[config.mk]
export PLATFORM = sky130hd
export DESIGN_NAME = ssr_shift_storage
export DESIGN_NICKNAME = d
export VERILOG_FILES = /design/src/logic/ssr_pkg.sv /design/src/logic/ssr_shift_storage.sv
export VERILOG_INCLUDE_DIRS = /design/src /design/src/logic
export SDC_FILE = /design/constraint.sdc
export NUM_CORES = 1
export LEC_CHECK = 0
export BUFFER_PORTS_ARGS = -buffer_cell sky130_fd_sc_hd__buf_2
export CAP_MARGIN = 25
export CORE_MARGIN = 2
export CORE_UTILIZATION = 50
export DETAILED_ROUTE_END_ITERATION = 10
export PLACE_DENSITY = 0.71
export SLEW_MARGIN = 20
export SYNTH_ARGS = -nofsm -noshare
export SYNTH_HDL_FRONTEND = slang
export SYNTH_SLANG_ARGS = --single-unit
[constraint.sdc]
create_clock -name ref_clk -period 1.79 [get_ports ref_clk]
set_input_delay 0.2685 -clock ref_clk [delete_from_list [all_inputs] [get_ports ref_clk]]
set_output_delay 0.2685 -clock ref_clk [all_outputs]
set_load 0.01 [all_outputs]
[src/logic/ssr_params.svh]
// Constants for the serial shift and storage register block
`ifndef SSR_PARAMS_SVH
`define SSR_PARAMS_SVH

`define SSR_STAGES 8
`define SSR_PINS 5
`define SSR_PIN_DATA 0
`define SSR_PIN_SHCLK 1
`define SSR_PIN_STCLK 2
`define SSR_PIN_SHCLR 3
`define SSR_PIN_STCLR 4
// Clocks reset high so a pin already high gives no false edge
`define SSR_PIN_RST 5'h06
`define SSR_STAGE_RST 8'h00

`endif

[src/logic/ssr_pkg.sv]
// Types for the serial shift and storage register block
`include "ssr_params.svh"

package ssr_pkg;
  typedef logic [`SSR_PINS-1:0] ssr_pins_type;
endpackage

[src/logic/ssr_shift_storage.sv]
// Serial-in shift chain feeding a parallel storage register
// Operation
// - Eight-stage shift chain feeds separate storage register
// - Shift rise loads serial_in, stages move up
// - Falling shift clock changes nothing
// - Shift clear low forces chain zero, wins
// - Storage rise captures all shift stages
// - Falling storage clock changes nothing
// - Storage clear low zeroes storage register independently
// - Common clock: storage trails chain by one
// - Cascade output carries last shift stage
`timescale 1ns/1ps
`include "ssr_params.svh"

module ssr_shift_storage
  import ssr_pkg::*;
#(
  parameter int STAGES = `SSR_STAGES
) (
  input wire logic ref_clk,
  input wire logic rst,
  input wire logic serial_in,
  input wire logic shift_clock,
  input wire logic storage_clock,
  input wire logic shift_clear_n,
  input wire logic storage_clear_n,
  output logic cascade_out,
  output logic [STAGES-1:0] parallel_out
);

  if (STAGES < 2) begin : g_bad_stages
    $error("STAGES must be at least 2");
  end

  ssr_pins_type pins;
  ssr_pins_type sync1_r, sync2_r, sync3_r, filt_r;
  ssr_pins_type sync1_nxt, sync2_nxt, sync3_nxt, filt_nxt;
  logic [STAGES-1:0] shift_r, shift_nxt, store_r, store_nxt, shift_shifted;
  logic sh_rise, st_rise, sh_clr, st_clr, ser_now;

  assign pins = {storage_clear_n, shift_clear_n, storage_clock, shift_clock, serial_in};

  // Pins are asynchronous; a level counts once stages two and three agree
  always_comb begin
    sync1_nxt = pins;
    sync2_nxt = sync1_r;
    sync3_nxt = sync2_r;
  end

  for (genvar i = 0; i < `SSR_PINS; i++) begin : g_filt
    always_comb begin
      filt_nxt[i] = (sync2_r[i] == sync3_r[i]) ? sync3_r[i] : filt_r[i];
    end
  end

  always_ff @(posedge ref_clk or posedge rst) begin
    if (rst) begin
      sync1_r <= `SSR_PIN_RST;
      sync2_r <= `SSR_PIN_RST;
      sync3_r <= `SSR_PIN_RST;
      filt_r <= `SSR_PIN_RST;
    end else begin
      sync1_r <= sync1_nxt;
      sync2_r <= sync2_nxt;
      sync3_r <= sync3_nxt;
      filt_r <= filt_nxt;
    end
  end

  // Only rising edges act; falling edges are ignored
  assign sh_rise = filt_nxt[`SSR_PIN_SHCLK] & ~filt_r[`SSR_PIN_SHCLK];
  assign st_rise = filt_nxt[`SSR_PIN_STCLK] & ~filt_r[`SSR_PIN_STCLK];
  assign sh_clr = ~filt_nxt[`SSR_PIN_SHCLR];
  assign st_clr = ~filt_nxt[`SSR_PIN_STCLR];
  // Data goes through the same depth as the clock, keeping setup order
  assign ser_now = filt_nxt[`SSR_PIN_DATA];
  assign shift_shifted = {shift_r[STAGES-2:0], ser_now};

  always_comb begin
    shift_nxt = shift_r;
    if (sh_clr) begin
      shift_nxt = '0;
    end else if (sh_rise) begin
      shift_nxt = shift_shifted;
    end
  end

  always_ff @(posedge ref_clk or posedge rst) begin
    if (rst) begin
      shift_r <= STAGES'(`SSR_STAGE_RST);
    end else begin
      shift_r <= shift_nxt;
    end
  end

  always_comb begin
    store_nxt = store_r;
    if (st_clr) begin
      store_nxt = '0;
    end else if (st_rise) begin
      store_nxt = shift_r;
    end
  end

  always_ff @(posedge ref_clk or posedge rst) begin
    if (rst) begin
      store_r <= STAGES'(`SSR_STAGE_RST);
    end else begin
      store_r <= store_nxt;
    end
  end

  assign cascade_out = shift_r[STAGES-1];
  assign parallel_out = store_r;

  // Shifts since last capture, coverage only; saturates
  logic [3:0] shifts_r, shifts_nxt;

  always_comb begin
    shifts_nxt = shifts_r;
    if (!st_clr && st_rise) begin
      shifts_nxt = 4'h0;
    end else if (!sh_clr && sh_rise && shifts_r != 4'hF) begin
      shifts_nxt = shifts_r + 4'h1;
    end
  end

  always_ff @(posedge ref_clk or posedge rst) begin
    if (rst) begin
      shifts_r <= 4'h0;
    end else begin
      shifts_r <= shifts_nxt;
    end
  end
endmodule // ssr_shift_storage

Word-level counts from Yosys, hierarchy flattened
Index checks and enable logic that the tools add are counted.
{"block": "word_totals", "ff_bits": 36, "inputBits": 7, "output_inout_bits": 9, "word_cells": 26}
{"block": "classes", "n_eq_ne": 7, "n_mux": 9, "bitwise": 4}
{"operator": "$mux W8", "count": 4}
{"operator": "$eq A1 B1 Y1", "count": 5}
{"operator": "$mux W1", "count": 5}
{"operator": "$ne A2 B1 Y1 const B", "count": 2}
{"operator": "$and A1 B1 Y1", "count": 2}
{"operator": "$not A1 Y1", "count": 2}

Logic depth before layout (Yosys ltp)
{"block": "logic_depth", "word_depth": 5, "mapped_depth": 4, "ltp_nobuf": 3}

Worst setup path before layout
No wires, ideal clock.
{"block": "synth_path", "path_kind": "reg-to-reg", "startpoint": "reg sync2_r[4]", "endpoint": "reg store_r[7] (netlist: parallel_out[7])", "setup_ps": 121, "arrival_time_ps": 1135, "t_required_ps": 1669, "slack_ps": 534, "stages_incl_launch_ff": 5, "n_path_buf": 1, "cell_sequence": "dfrtp_1 maj3_2 and2_4 buf_6 a22o_1"}
{"block": "synth_between", "elab_chain_len": 3, "word_cells_on_any_way": 4}
{"element": "start: declaration", "line": "ssr_shift_storage.sv:36", "text": "ssr_pins_type sync1_r, sync2_r, sync3_r, filt_r;"}
{"element": "start signal: assignment", "line": "ssr_shift_storage.sv:59", "text": "sync2_r <= `SSR_PIN_RST;"}
{"element": "start signal: assignment", "line": "ssr_shift_storage.sv:64", "text": "sync2_r <= sync2_nxt;"}
{"element": "$eq A1 B1 Y1 (*)", "line": "ssr_shift_storage.sv:52", "text": "filt_nxt[i] = (sync2_r[i] == sync3_r[i]) ? sync3_r[i] : filt_r[i];"}
{"element": "$mux W1 (*)", "line": "ssr_shift_storage.sv:52"}
{"element": "via filt_nxt[4]", "line": "ssr_shift_storage.sv:37", "text": "ssr_pins_type sync1_nxt, sync2_nxt, sync3_nxt, filt_nxt;"}
{"element": "$ne A2 B1 Y1 (no source line) or $mux W8 (tied branches)"}
{"element": "end signal: assignment", "line": "ssr_shift_storage.sv:107", "text": "store_r <= STAGES'(`SSR_STAGE_RST);"}
{"element": "end signal: assignment", "line": "ssr_shift_storage.sv:109", "text": "store_r <= store_nxt;"}
{"element": "end: declaration", "line": "ssr_shift_storage.sv:38", "text": "logic [STAGES-1:0] shift_r, shift_nxt, store_r, store_nxt, shift_shifted;"}
The timed path passes the listed nets; every way through them passes the cells marked *.
A chain may end at the register's enable or synchronous reset.

Worst setup path in the final report
{"block": "layout_path", "startpoint": "reg sync2_r[1]", "endpoint": "reg shift_r[1]"}
{"block": "layout_between", "elab_chain_len": 4}
{"element": "$eq A1 B1 Y1", "line": "ssr_shift_storage.sv:52"}
{"element": "$mux W1", "line": "ssr_shift_storage.sv:52"}
{"element": "$and A1 B1 Y1", "line": "ssr_shift_storage.sv:71", "text": "assign sh_rise = filt_nxt[`SSR_PIN_SHCLK] & ~filt_r[`SSR_PIN_SHCLK];"}
{"element": "$ne A2 B1 Y1 (no source line)"}
{"element": "end signal: assignment", "line": "ssr_shift_storage.sv:90", "text": "shift_r <= STAGES'(`SSR_STAGE_RST);"}
{"element": "end signal: assignment", "line": "ssr_shift_storage.sv:92", "text": "shift_r <= shift_nxt;"}
{"element": "end: declaration", "line": "ssr_shift_storage.sv:38"}
Every way passes these cells.

==> results.cfg <==
[die]
chipHeight_um = 53.07
initial_core_util_pct = 53.39
die_x_um = 53.07
rows = 17
die-area_sq_mm = 0.002816
io_pins = 16
design.core.area_sq_mm = 0.002255

[placed_design]
placed_cell_area_sq_mm = 0.001300
dp.cells = 116
portBuffers = 15
place_congestion = 0.7234
hpwl_um = 1070
pre_cts_slack_ns = 0.4142

[logic_synthesis]
ys.warnings.count = 0
ys_types = 15
synth_commonest_cells = dfrtp_1 (28), a22o_1 (8), dfstp_2 (8), mux2i_1 (8), nor2_1 (8)
syn_area_sq_mm = 0.001204
syn_inst = 75
async_flop_share_pct = 100.0
ys_seq_elements = 36
synth_flop_cell = dfrtp_1
synth_top_area_share_pct = 58.21
synth_most_common_cell = dfrtp_1
yosys.area.top_type = dfrtp_1
synth_area_leaders = dfrtp_1 (58%), dfstp_2 (17%), mux2i_1 (6.7%)
synth_nets = 82
ys_seq_area_share_pct = 75.68
syn_area_per_cell_sq_um = 16.05
synth_edf_count = 0

[global_routing]
grt-ovfl-total = 0
grt_max_degree = 37
grt_antenna_before_repair = 0
grt_pass1_wl_um = 2711
grt_use_total_pct = 14.79
grt_pass1_vias = 633

[setup_path]
crit_required_ns = 2.00
end_kind = register
critPathArrivalTime_ns = 1.58
critPathMaxFanout = 8
worst_setup_path_start_kind = register
critPathKind = register to register

[timing]
clock_skew_ns = 0.007834
setup_violations = 0
report.final.slew_viol_count = 0
layout_min_cycle_time_ns = 1.376
rsz0062_at_grt = false
hold_violations = 0
fin_ws_ns = 0.4137
max_freq_ghz = 0.7266
fin_crit_sh_pct = 76.89
whs_ns = 0.004087
slew_headroom_pct = 62.07
tightest_slew_ns = 0.5651
setup_tns_ns = 0

[final_layout]
final_core_util_pct = 61.49
areaGrowthSynthToFinish_pct = 15.18
antenna_cells = 0
seqCellArea_sq_um = 910.9
nets = 103
multiInputGateArea_sq_um = 264.0
design_area_sq_mm = 0.001386
fill_cells = 181
fin_cells = 125
drive_above_1_share_pct = 34.02

[clock_network]
cts_max_level = 2
cts_sinks = 36
cts.clk_slew.worst_paths_ns = 0.10
root_buffer = clkbuf_4
cts_buffers = 5
clock_path_buffers = 2
cts_tree = yes
clkLatencyLatePin_ns = 0.33
cts_resized = 0

[routing]
wl_per_cell_um = 12.43
routed_wl_um = 1554
drc = 0
via_count = 624
drtIter0Drc = 3
ant_nets = 0
vias_per_cell = 4.992
first_pass_iters = 3

[pwr]
swShare_pct = 20.44
p_int_mw = 1.172
power.density_mw_per_mm2 = 1062
total_power_mw = 1.473
p_leak_nw = 0.7167
p_sw_uw = 301.0
ir_drop_mv = 0.6910
clock_power_share_pct = 36.7
comb_power_share_pct = 4.5
p_seq_share_pct = 58.7

[outcome]
status = finished, final reports clean

[hold_path]
min_path_type = primary input to async pin

[job]
drv_cap = 0
## worst paths after layout
check,from,to,slack [ns],cells after the start
worst max-delay path,sync2_r[1]$_DFF_PP1_,shift_r[1]$_DFFE_PP0P_,0.41,3
worst min-delay path,rst,parallel_out[0]$_DFFE_PP0P_,0.004,3
worst max register to register,sync2_r[1]$_DFF_PP1_,shift_r[1]$_DFFE_PP0P_,0.41,3
worst min register to register,sync1_r[4]$_DFF_PP0_,sync2_r[4]$_DFF_PP0_,0.36,0
max in group asynchronous,rst,sync1_r[1]$_DFF_PP1_,1.45,3
min in group ref_clk,shift_clock,sync1_r[1]$_DFF_PP1_,0.03,1
## per-layer routing
| metal | wire length, um | vias to the layer above | track usage (%) |
|---|---|---|---|
| met1 | 722 | 299 | 16.16 |
| met4 | 64 | 0 | 14.10 |
| met3 | 75 | 8 | 5.932 |
| li1 | - | 300 | - |
| met5 | 0 | - | 0 |
| met2 | 692 | 17 | 21.46 |
## logic make-up after synthesis
logic type | count (synthesis) | share of synthesized area (%)
adders and majority gates | 4 | 3.430
AOI/OAI and AO/OA | 10 | 6.861
buffers and inverters | 5 | 2.391
muxes | 8 | 6.653
DFF | 36 | 75.68
and+or+nand+nor | 12 | 4.990
## timing repair
item | in CTS | in global routing
endpoints found under the setup margin | 0 | 0
hold buffers | 0 | 1
endpoints found under the hold margin | 0 | 1
setup buffers | 0 | 0
## cells in the final DEF (no fill, tap or decap), types with 2 or more instances in the layout
cell,n
a22o_1,8
buf_2,15
clkbuf_4,5
dfrtp_1,28
dfstp_2,8
inv_1,2
maj3_1,3
mux2i_1,8
nand3b_1,2
nor2_1,8
## area by class of cell
cell class,count,area share (%)
Inverter,2,0.5415
Sequential cell,36,65.70
Clock inverter,2,2.527
Clock buffer,6,2.978
Tap cell,28,2.527
Multi-Input combinational cell,34,19.04
Timing Repair Buffer,17,6.679
## worst max-delay path, cell delays in order (launching register included)
cell and delay, ns:
dfstp_2 0.55, nand3b_1 0.35, mux2i_1 0.29, nor2_1 0.07
## sequential cells by signal (all words and copies together) (netlist names)
signal        flops
filt_r            5
parallel_out      8
shift_r           8
sync1_r           5
sync3_r           5
sync2_r           5
## power groups by stage
stage / Combinational [mW] / Clock (mW) / Sequential (mW)
after global placement: 0.0652 / 0 / 0.879
after floorplan: 0.0556 / 0 / 0.877
after detailed placement: 0.0673 / 0 / 0.881
final: 0.0668 / 0.541 / 0.865
after global routing: 0.0767 / 0.595 / 0.869
after CTS: 0.0677 / 0.561 / 0.866
Power figures use the tool's default switching activity.
